File: config.mk
export PLATFORM = sky130hd
export DESIGN_NAME = pdp_top
export DESIGN_NICKNAME = d
export VERILOG_FILES = /design/src/pdp_pkg.sv /design/src/pdp_chan_if.sv /design/src/pdp_chan.sv /design/src/pdp_top.sv
export SDC_FILE = /design/constraint.sdc
export NUM_CORES = 1
export LEC_CHECK = 0
export ABC_CLOCK_PERIOD_IN_PS = 2950
export BUFFER_PORTS_ARGS = -buffer_cell sky130_fd_sc_hd__buf_2
export CAP_MARGIN = 10
export CORE_UTILIZATION = 58
export DETAILED_ROUTE_END_ITERATION = 6
export PLACE_DENSITY = 0.81
export REMOVE_ABC_BUFFERS = 1
export SLEW_MARGIN = 20
export SYNTH_ARGS = -nofsm -noshare
export SYNTH_HDL_FRONTEND = slang
export SYNTH_SLANG_ARGS = --single-unit
export TNS_END_PERCENT = 1
File: constraint.sdc
create_clock -name pclk -period 2.95 [get_ports pclk]
set_input_delay 0.1475 -clock pclk [delete_from_list [all_inputs] [get_ports pclk]]
set_output_delay 0.1475 -clock pclk [all_outputs]
set_load 0.05 [all_outputs]
File: src/pdp_pkg.sv
// constants and types shared by the peripheral dma channel pair
package pdp_pkg;

  // register bus geometry
  localparam int PDP_ADDR_W = 12;
  localparam int PDP_DATA_W = 32;
  localparam int PDP_CNT_W = 16;

  // register byte offsets inside the owning peripheral
  localparam logic [11:0] PDP_OFF_RX_PTR = 12'h100;
  localparam logic [11:0] PDP_OFF_RX_CNT = 12'h104;
  localparam logic [11:0] PDP_OFF_TX_PTR = 12'h108;
  localparam logic [11:0] PDP_OFF_TX_CNT = 12'h10c;
  localparam logic [11:0] PDP_OFF_RX_NPTR = 12'h110;
  localparam logic [11:0] PDP_OFF_RX_NCNT = 12'h114;
  localparam logic [11:0] PDP_OFF_TX_NPTR = 12'h118;
  localparam logic [11:0] PDP_OFF_TX_NCNT = 12'h11c;
  localparam logic [11:0] PDP_OFF_CTRL = 12'h120;
  localparam logic [11:0] PDP_OFF_STATE = 12'h124;

  // control and state bit positions
  localparam int PDP_CTL_RX_EN = 0;
  localparam int PDP_CTL_RX_DIS = 1;
  localparam int PDP_CTL_TX_EN = 8;
  localparam int PDP_CTL_TX_DIS = 9;
  localparam int PDP_STS_RX_EN = 0;
  localparam int PDP_STS_TX_EN = 8;

  // reset values
  localparam logic [31:0] PDP_PTR_RST = 32'h0;
  localparam logic [15:0] PDP_CNT_RST = 16'h0;
  localparam logic PDP_EN_RST = 1'b0;

  // transfer size codes and channel indices
  localparam logic [1:0] PDP_SIZE_BYTE = 2'h0;
  localparam logic [1:0] PDP_SIZE_HALF = 2'h1;
  localparam logic [1:0] PDP_SIZE_WORD = 2'h2;
  localparam int PDP_CH_RX = 0;
  localparam int PDP_CH_TX = 1;

  // transfer sequencer states
  typedef enum logic [2:0] {
    PDP_IDLE,
    PDP_REQ,
    PDP_PRD,
    PDP_BUS,
    PDP_PWR
  } pdp_state_t;

endpackage : pdp_pkg

File: src/pdp_chan_if.sv
// carrier between the sequencer and one pointer/counter channel
`timescale 1ns/100ps
`default_nettype none
interface pdp_chan_if;
  logic wr_ptr;
  logic wr_cnt;
  logic wr_nptr;
  logic wr_ncnt;
  logic [31:0] wdata;
  logic done;
  logic [2:0] step;
  logic [31:0] ptr;
  logic [31:0] nptr;
  logic [15:0] cnt;
  logic [15:0] ncnt;
  logic end_flag;
  logic buff_flag;
  modport ctl (output wr_ptr, wr_cnt, wr_nptr, wr_ncnt, wdata, done, step,
               input ptr, nptr, cnt, ncnt, end_flag, buff_flag);
  modport chan (input wr_ptr, wr_cnt, wr_nptr, wr_ncnt, wdata, done, step,
                output ptr, nptr, cnt, ncnt, end_flag, buff_flag);
endinterface : pdp_chan_if
`default_nettype wire

File: src/pdp_chan.sv
// one direction: current and next pointer/counter with chaining and flags
`timescale 1ns/100ps
`default_nettype none
module pdp_chan
  import pdp_pkg::*;
(
  input wire logic pclk,
  input wire logic presetn,
  pdp_chan_if.chan bus
);

  logic [31:0] ptr_q;
  logic [31:0] nptr_q;
  logic [15:0] cnt_q;
  logic [15:0] ncnt_q;
  logic end_q;
  logic buff_q;
  logic hit;
  logic load;
  logic cnt_wr;

  // last transfer of the current buffer
  assign hit = bus.done && (cnt_q == 16'h0001);
  // chain when current is spent and a next buffer waits
  assign load = (hit || cnt_q == 16'h0000) && (ncnt_q != 16'h0000) && !bus.wr_cnt;
  assign cnt_wr = bus.wr_cnt || bus.wr_ncnt;

  // current pointer: software wins, then chaining, then advance
  always_ff @(posedge pclk or negedge presetn) begin
    if (!presetn) begin
      ptr_q <= PDP_PTR_RST;
    end else if (bus.wr_ptr) begin
      ptr_q <= bus.wdata;
    end else if (load) begin
      ptr_q <= nptr_q;
    end else if (bus.done) begin
      ptr_q <= ptr_q + {29'h0, bus.step};
    end
  end

  // current count: a write replaces what is left
  always_ff @(posedge pclk or negedge presetn) begin
    if (!presetn) begin
      cnt_q <= PDP_CNT_RST;
    end else if (bus.wr_cnt) begin
      cnt_q <= bus.wdata[15:0];
    end else if (load) begin
      cnt_q <= ncnt_q;
    end else if (bus.done && cnt_q != 16'h0000) begin
      cnt_q <= cnt_q - 16'h0001;
    end
  end

  // next pointer and count; count empties once taken over
  always_ff @(posedge pclk or negedge presetn) begin
    if (!presetn) begin
      nptr_q <= PDP_PTR_RST;
      ncnt_q <= PDP_CNT_RST;
    end else begin
      if (bus.wr_nptr) begin
        nptr_q <= bus.wdata;
      end
      if (bus.wr_ncnt) begin
        ncnt_q <= bus.wdata[15:0];
      end else if (load) begin
        ncnt_q <= PDP_CNT_RST;
      end
    end
  end

  // sticky end flags; the event wins over a counter write
  always_ff @(posedge pclk or negedge presetn) begin
    if (!presetn) begin
      end_q <= 1'b0;
      buff_q <= 1'b0;
    end else begin
      end_q <= hit || (end_q && !cnt_wr);
      buff_q <= (hit && ncnt_q == 16'h0000) || (buff_q && !cnt_wr);
    end
  end

  assign bus.ptr = ptr_q;
  assign bus.nptr = nptr_q;
  assign bus.cnt = cnt_q;
  assign bus.ncnt = ncnt_q;
  assign bus.end_flag = end_q;
  assign bus.buff_flag = buff_q;

endmodule // pdp_chan
`default_nettype wire

File: src/pdp_top.sv
// peripheral dma channel pair: apb registers, request order, bus sequencer
`timescale 1ns/100ps
`default_nettype none
// Notes on behaviour
// - each direction keeps a 16-bit count, minus one per finished transfer.
// - a count at zero means the buffer is done; no more transfers.
// - with next count zero at expiry, stop and raise the all-buffers flag.
// - a counter write mid-operation replaces the remaining count.
// - at expiry with next count nonzero, next pointer/count become current.
// - the next count reads zero after being taken over.
// - per direction an end-of-buffer and an end-of-both-buffers flag.
// - writing either counter of a direction clears its flags.
// - receive: win bus, read holding register, write to memory at pointer.
// - each transfer advances the pointer and decrements the count.
// - when the block is moved, signal the peripheral and stop.
// - transmit: win bus, read memory at pointer, write holding register.
// - simultaneous same-direction requests go by peripheral number.
// - requests raised at different times are served oldest first.
// - simultaneous receive and transmit requests: receive goes first.
// - ten registers sit at offsets 0x100 to 0x124, one word each.
// - pointers are full 32-bit, readable and writable any time.
// - receive next pointer becomes current pointer at chaining.
// - pointer steps by 1, 2 or 4 for byte, half or word.
// - all-buffers flag only when both current and next count are zero.
// - enable bit set enables unless disable is set too; zero does nothing.
// - state register shows each direction enabled or disabled.
module pdp_top
  import pdp_pkg::*;
(
  input wire logic pclk,
  input wire logic presetn,
  input wire logic psel,
  input wire logic penable,
  input wire logic pwrite,
  input wire logic [11:0] paddr,
  input wire logic [31:0] pwdata,
  output logic [31:0] prdata,
  output logic pready,
  output logic pslverr,
  input wire logic rx_ready_trigger,
  input wire logic tx_ready_trigger,
  input wire logic [1:0] xfer_size,
  input wire logic [31:0] rx_holding_register,
  output logic rx_holding_read,
  output logic [31:0] tx_holding_data,
  output logic tx_holding_write,
  output logic bus_req,
  input wire logic bus_gnt,
  output logic bus_valid,
  output logic bus_write,
  output logic [31:0] bus_addr,
  output logic [1:0] bus_size,
  output logic [31:0] bus_wdata,
  input wire logic [31:0] bus_rdata,
  input wire logic bus_done,
  output logic rx_buffer_end_flag,
  output logic tx_buffer_end_flag,
  output logic rx_all_buffers_full_flag,
  output logic tx_all_buffers_empty_flag
);

  // per-channel views, index 0 receive and 1 transmit
  logic [1:0] ch_wr_ptr;
  logic [1:0] ch_wr_cnt;
  logic [1:0] ch_wr_nptr;
  logic [1:0] ch_wr_ncnt;
  logic [1:0] ch_done;
  logic [31:0] ch_ptr [2];
  logic [31:0] ch_nptr [2];
  logic [15:0] ch_cnt [2];
  logic [15:0] ch_ncnt [2];
  logic [1:0] ch_end;
  logic [1:0] ch_buff;
  logic [2:0] step;

  // register bus
  logic wr_en;
  logic rd_setup;
  logic addr_hit;
  logic [31:0] rdata_d;
  logic [31:0] prdata_q;

  // request enables and ordering
  logic rx_en_q;
  logic tx_en_q;
  logic rx_req;
  logic tx_req;
  logic tx_first_q;
  logic pick_tx;

  // sequencer
  pdp_state_t state_q;
  logic dir_tx_q;
  logic [31:0] addr_q;
  logic [1:0] size_q;
  logic [31:0] data_q;

  // byte count of one transfer for the pointer step
  always_comb begin
    unique case (size_q)
      PDP_SIZE_BYTE: step = 3'h1;
      PDP_SIZE_HALF: step = 3'h2;
      default: step = 3'h4;
    endcase
  end

  // the two channels share one engine shape
  genvar g;
  generate
    for (g = 0; g < 2; g++) begin : g_ch
      pdp_chan_if cif ();
      assign cif.wr_ptr = ch_wr_ptr[g];
      assign cif.wr_cnt = ch_wr_cnt[g];
      assign cif.wr_nptr = ch_wr_nptr[g];
      assign cif.wr_ncnt = ch_wr_ncnt[g];
      assign cif.wdata = pwdata;
      assign cif.done = ch_done[g];
      assign cif.step = step;
      assign ch_ptr[g] = cif.ptr;
      assign ch_nptr[g] = cif.nptr;
      assign ch_cnt[g] = cif.cnt;
      assign ch_ncnt[g] = cif.ncnt;
      assign ch_end[g] = cif.end_flag;
      assign ch_buff[g] = cif.buff_flag;
      pdp_chan u_chan (
        .pclk(pclk),
        .presetn(presetn),
        .bus(cif.chan)
      );
    end
  endgenerate

  // zero-wait slave: every access completes in its first access cycle
  assign pready = 1'b1;
  assign wr_en = psel && penable && pwrite;
  assign rd_setup = psel && !penable && !pwrite;

  // address decode over the ten-word window
  always_comb begin
    unique case (paddr)
      PDP_OFF_RX_PTR, PDP_OFF_RX_CNT, PDP_OFF_TX_PTR, PDP_OFF_TX_CNT,
      PDP_OFF_RX_NPTR, PDP_OFF_RX_NCNT, PDP_OFF_TX_NPTR, PDP_OFF_TX_NCNT,
      PDP_OFF_CTRL, PDP_OFF_STATE: addr_hit = 1'b1;
      default: addr_hit = 1'b0;
    endcase
  end

  // unmapped word answers with an error, nothing stored
  assign pslverr = psel && penable && !addr_hit;

  // write strobes into the channels
  assign ch_wr_ptr[PDP_CH_RX] = wr_en && paddr == PDP_OFF_RX_PTR;
  assign ch_wr_ptr[PDP_CH_TX] = wr_en && paddr == PDP_OFF_TX_PTR;
  assign ch_wr_cnt[PDP_CH_RX] = wr_en && paddr == PDP_OFF_RX_CNT;
  assign ch_wr_cnt[PDP_CH_TX] = wr_en && paddr == PDP_OFF_TX_CNT;
  assign ch_wr_nptr[PDP_CH_RX] = wr_en && paddr == PDP_OFF_RX_NPTR;
  assign ch_wr_nptr[PDP_CH_TX] = wr_en && paddr == PDP_OFF_TX_NPTR;
  assign ch_wr_ncnt[PDP_CH_RX] = wr_en && paddr == PDP_OFF_RX_NCNT;
  assign ch_wr_ncnt[PDP_CH_TX] = wr_en && paddr == PDP_OFF_TX_NCNT;

  // read mux; control is write-only and reads zero
  always_comb begin
    rdata_d = 32'h0;
    unique case (paddr)
      PDP_OFF_RX_PTR: rdata_d = ch_ptr[PDP_CH_RX];
      PDP_OFF_RX_CNT: rdata_d = {16'h0, ch_cnt[PDP_CH_RX]};
      PDP_OFF_TX_PTR: rdata_d = ch_ptr[PDP_CH_TX];
      PDP_OFF_TX_CNT: rdata_d = {16'h0, ch_cnt[PDP_CH_TX]};
      PDP_OFF_RX_NPTR: rdata_d = ch_nptr[PDP_CH_RX];
      PDP_OFF_RX_NCNT: rdata_d = {16'h0, ch_ncnt[PDP_CH_RX]};
      PDP_OFF_TX_NPTR: rdata_d = ch_nptr[PDP_CH_TX];
      PDP_OFF_TX_NCNT: rdata_d = {16'h0, ch_ncnt[PDP_CH_TX]};
      PDP_OFF_STATE: begin
        rdata_d[PDP_STS_RX_EN] = rx_en_q;
        rdata_d[PDP_STS_TX_EN] = tx_en_q;
      end
      default: rdata_d = 32'h0;
    endcase
  end

  // read data captured in setup so it stands through the access cycle
  always_ff @(posedge pclk or negedge presetn) begin
    if (!presetn) begin
      prdata_q <= 32'h0;
    end else if (rd_setup) begin
      prdata_q <= rdata_d;
    end
  end
  assign prdata = prdata_q;

  // direction enables; disable wins when both bits are written
  always_ff @(posedge pclk or negedge presetn) begin
    if (!presetn) begin
      rx_en_q <= PDP_EN_RST;
      tx_en_q <= PDP_EN_RST;
    end else if (wr_en && paddr == PDP_OFF_CTRL) begin
      if (pwdata[PDP_CTL_RX_DIS]) begin
        rx_en_q <= 1'b0;
      end else if (pwdata[PDP_CTL_RX_EN]) begin
        rx_en_q <= 1'b1;
      end
      if (pwdata[PDP_CTL_TX_DIS]) begin
        tx_en_q <= 1'b0;
      end else if (pwdata[PDP_CTL_TX_EN]) begin
        tx_en_q <= 1'b1;
      end
    end
  end

  // a trigger counts only when enabled and a buffer is left
  assign rx_req = rx_ready_trigger && rx_en_q && ch_cnt[PDP_CH_RX] != 16'h0;
  assign tx_req = tx_ready_trigger && tx_en_q && ch_cnt[PDP_CH_TX] != 16'h0;

  // remember that transmit was raised before receive
  always_ff @(posedge pclk or negedge presetn) begin
    if (!presetn) begin
      tx_first_q <= 1'b0;
    end else if (tx_req && !rx_req) begin
      tx_first_q <= 1'b1;
    end else if (!tx_req) begin
      tx_first_q <= 1'b0;
    end
  end

  // one peripheral on this pair, so numbering order is trivially kept
  assign pick_tx = tx_req && (!rx_req || tx_first_q);

  // sequencer: one transfer at a time, started only from idle
  always_ff @(posedge pclk or negedge presetn) begin
    if (!presetn) begin
      state_q <= PDP_IDLE;
    end else begin
      unique case (state_q)
        PDP_IDLE: begin
          if (rx_req || tx_req) begin
            state_q <= PDP_REQ;
          end
        end
        PDP_REQ: begin
          if (bus_gnt) begin
            state_q <= dir_tx_q ? PDP_BUS : PDP_PRD;
          end
        end
        PDP_PRD: begin
          state_q <= PDP_BUS;
        end
        PDP_BUS: begin
          if (bus_done) begin
            state_q <= dir_tx_q ? PDP_PWR : PDP_IDLE;
          end
        end
        PDP_PWR: begin
          state_q <= PDP_IDLE;
        end
        default: begin
          state_q <= PDP_IDLE;
        end
      endcase
    end
  end

  // direction chosen when the request leaves idle
  always_ff @(posedge pclk or negedge presetn) begin
    if (!presetn) begin
      dir_tx_q <= 1'b0;
    end else if (state_q == PDP_IDLE && (rx_req || tx_req)) begin
      dir_tx_q <= pick_tx;
    end
  end

  // address and size frozen at grant; later pointer writes hit the next one
  always_ff @(posedge pclk or negedge presetn) begin
    if (!presetn) begin
      addr_q <= 32'h0;
      size_q <= PDP_SIZE_BYTE;
    end else if (state_q == PDP_REQ && bus_gnt) begin
      addr_q <= dir_tx_q ? ch_ptr[PDP_CH_TX] : ch_ptr[PDP_CH_RX];
      size_q <= xfer_size;
    end
  end

  // data word: from holding register on receive, from memory on transmit
  always_ff @(posedge pclk or negedge presetn) begin
    if (!presetn) begin
      data_q <= 32'h0;
    end else if (state_q == PDP_PRD) begin
      data_q <= rx_holding_register;
    end else if (state_q == PDP_BUS && bus_done && dir_tx_q) begin
      data_q <= bus_rdata;
    end
  end

  // request held through the holding read too, so the grant is not lost midway
  always_comb begin
    unique case (state_q)
      PDP_REQ, PDP_PRD, PDP_BUS: bus_req = 1'b1;
      default: bus_req = 1'b0;
    endcase
  end

  // bus handshake outputs follow the state directly
  assign bus_valid = state_q == PDP_BUS;
  assign bus_write = bus_valid && !dir_tx_q;
  assign bus_addr = addr_q;
  assign bus_size = size_q;
  assign bus_wdata = data_q;

  // peripheral holding register strobes
  assign rx_holding_read = state_q == PDP_PRD;
  assign tx_holding_write = state_q == PDP_PWR;
  assign tx_holding_data = data_q;

  // completion pulses advance pointer and count of the served side
  assign ch_done[PDP_CH_RX] = state_q == PDP_BUS && bus_done && !dir_tx_q;
  assign ch_done[PDP_CH_TX] = state_q == PDP_PWR;

  // end flags toward the owning peripheral
  assign rx_buffer_end_flag = ch_end[PDP_CH_RX];
  assign tx_buffer_end_flag = ch_end[PDP_CH_TX];
  assign rx_all_buffers_full_flag = ch_buff[PDP_CH_RX];
  assign tx_all_buffers_empty_flag = ch_buff[PDP_CH_TX];

endmodule // pdp_top
`default_nettype wire

==> impl_metrics.ini <==
[run_status]
run_status = finished clean

[layout]
stdcell_area_um2 = 20900
fin_cells = 2473
n_fill_cell = 2031
nNetsFinal = 2199
drive_above_1_share = 0.254
area_delta_synth_final_pct = 22.6

[clock_network]
clkTransAtPathRegs_ps = 60
cts_max_path_buffers = 3
cts_tree = yes
clock_tree.root_cell = clkbuf_16
h-tree-depth = 1
cts-resized-gates = 0
cts_buffers = 31
clk_latency_ps = 570
cts_sinks = 301

[logic_synthesis]
synth_edf_count = 0
synth_area_leaders = dfrtp_1 44%, mux2i_1 6.3%, mux2_2 4.6%, o21ai_0 4.6%, nand2_1 4.6%
ys_warn_count = 0
ys_seq_elements = 301
synth_top_cell_by_area = dfrtp_1
synth.distinct_cells = 88
synthArstFlopShare = 1.00
syn_avg_cell_area_um2 = 9.85
syn-cell-area_um2 = 17100
syn_inst = 1733
synth-seq-area-share = 0.441
ys.flop_type = dfrtp_1
synth_top_area_frac = 0.441

[worst_setup_path]
crit_path_end_kind = flip-flop
critical_path.top_delay_family = simple AND/OR/NAND/NOR gates
r2r_cells = 7
worst-path-stages = 7
crit_chain = or4_1, nor3_2, nand4_2, a21oi_4, buf_4, a31oi_2, a22o_1
cp_slowest_cell = or4_1
slowest_delay_ps = 670
crit_arrival_ps = 3310
worstSetupPathType = reg -> reg
crit_buf_inv = 1
cp_max_fo = 27
cp_data_required_time_ps = 3400
start_kind = flip-flop

[grt]
grt_usage = 0.410
grt_max_degree = 87
grt_antenna_before_repair = 0
grt_remaining_overflow = 0
grt_pass1_vias = 16300
grt_pass1_wl_um = 95000

[place]
gp_congestion = 1.07
io_buffer_count = 258
dpl.cell_count = 2317
post_dp_cell_area_um2 = 18900
hpwl_um = 41700

[power_and_ir_drop]
power.switching_mw = 6.91
power_leakage_nw = 9.46
internal_power_mw = 9.06
p_clk_frac = 0.245
power_density_nw_per_um2 = 763
seqPwrFrac = 0.340
ir_worst_vdd_uv = 1660
pwr-share-comb = 0.415
switching_share = 0.433

[floorplan]
fp.dieW_um = 174
die_area_um2 = 30100
core-area_um2 = 28900
start_util = 0.591
rows = 62
fp.dieH_um = 174
pin_count = 260

[routing]
drt-initial-drc-count = 2155
route.detailed.drc = 0
viasPerCell = 6.63
routed_wl_um = 62200
ant_nets = 0
vias = 16400
wl_per_cell_um = 25.1
drtPass1Iterations = 6

[run]
max-cap-violations = 0

[sta]
final.setup.tns_ps = 0
max_slew_margin = 0.393
finalHoldViolCount = 0
fin_hold_ws_ps = 49.6
grt_setup_unrepaired = no
min_period_over_period = 0.969
setup_violations = 0
max_freq_mhz = 350
period_needed_ps = 2860
drv_slew = 0
tightest_slew_ps = 907
skew_ps = 17.1

[hold_path]
holdPathStages = 5
hold_class = in -> reg
through the flow:
stage | setup slack (ps) | power (mW) | utilization
final | 90.1 | 16.0 | 0.725
after global routing | 39.2 | 16.5 | 0.725
after floorplan | -2310 | 9.47 | -
after detailed placement | 130 | 11.4 | 0.655
after CTS | 206 | 15.7 | 0.725
after global placement | 218 | 11.2 | 0.655
cell families (layout without fill, tap and decap cells):
group	Yosys count	count (layout)	share of synthesized area
simple gates	539	539	0.155
other cells	1	2	0.000220
xor+xnor	55	55	0.0282
compound gates	442	442	0.173
flops	301	301	0.441
fa+ha+maj	12	12	0.00880
mux	203	203	0.143
buf+inv	180	535	0.0508
area by class of cell:
cell class	count	area (µm²)	area share
inverters	31	116	0.00556
repair buffers	451	3110	0.148
flip-flops and latches	301	7530	0.360
well taps	384	480	0.0230
clock inverters	8	92.6	0.00442
clock buffers	45	898	0.0429
diodes	1	2.50	0.000120
multi-input cells	1252	8700	0.416
cells in the mapped netlist (21+ instances only):
library cell and count:
clkbuf_1 71, nor2_1 110, a21oi_1 64, nand3_1 46, dfrtp_1 301, nor3_1 37, nand2_1 209, o2bb2ai_1 21
inv_1 30, a31oi_1 21, mux2_2 70, mux4_2 25, buf_4 39, mux2i_1 107, a22o_1 36, xnor2_1 42
o21ai_0 157, nor4_1 27
layer usage:
layer / global-route usage / routed length, µm
met1: 0.535 / 23600
met2: 0.651 / 28600
met3: 0.0897 / 6710
met4: 0.203 / 3240
met5: 0 / 0
sequential cells by signal, indices dropped and copies added (netlist names):
register                   cells
bus_addr                      32
bus_size                       2
bus_wdata                     32
dir_tx_q                       1
g_ch.u_chan.bus.buff_flag      2
g_ch.u_chan.bus.cnt           32
g_ch.u_chan.bus.end_flag       2
g_ch.u_chan.bus.ncnt          32
g_ch.u_chan.bus.nptr          64
g_ch.u_chan.bus.ptr           64
prdata                        32
rx_en_q                        1
state_q                        3
tx_en_q                        1
tx_first_q                     1
layout by cell type, fill, tap and decap left out, types with 21 or more instances in the layout:
cell,n
xnor2_1,42
mux2i_1,107
a31oi_1,21
mux2_2,70
nand3_1,46
buf_2,257
inv_1,30
clkbuf_16,31
mux4_2,25
dlygate4sd3_1,102
nor2_1,105
nand2_1,208
o21ai_0,157
nor3_1,35
nor4_1,27
o2bb2ai_1,21
a21oi_1,64
dfrtp_1,300
a22o_1,36
buf_4,83
power groups by stage:
stage / sequential, mW / combinational [mW] / clock (mW)
after global routing: 5.48 / 6.94 / 4.08
final: 5.43 / 6.63 / 3.91
after floorplan: 7.67 / 1.80 / 0
after detailed placement: 5.44 / 5.93 / 0
after CTS: 5.38 / 6.44 / 3.93
after global placement: 5.41 / 5.84 / 0
worst register-to-register path: cells and delay by family, from the launching register on:
family / cells / cell delay (ps)
flip-flops: 1 / 430
buffers and inverters: 1 / 410
AO/OA/AOI/OAI: 3 / 820
AND/OR/NAND/NOR: 3 / 1080
worst paths after layout:
path | to | slack, ps | start
setup / recovery | g_ch[0].u_chan.bus.ncnt[5] | 90 | g_ch[0].u_chan.bus.cnt[3]
hold / removal | dir_tx_q | 50 | rx_ready_trigger
setup reg to reg | g_ch[0].u_chan.bus.ncnt[5] | 90 | g_ch[0].u_chan.bus.cnt[3]
hold reg to reg | prdata[14] | 480 | prdata[14]
max in group asynchronous | g_ch[1].u_chan.bus.cnt[15] | 1890 | presetn
min in group asynchronous | prdata[24] | 150 | presetn
repair_timing:
item | in CTS | in global routing
hold buffers | 102 | 0
buffers inserted | 0 | 0
hold endpoints to repair | 238 | 0
Note: power is estimated with default switching activity, not from simulation.
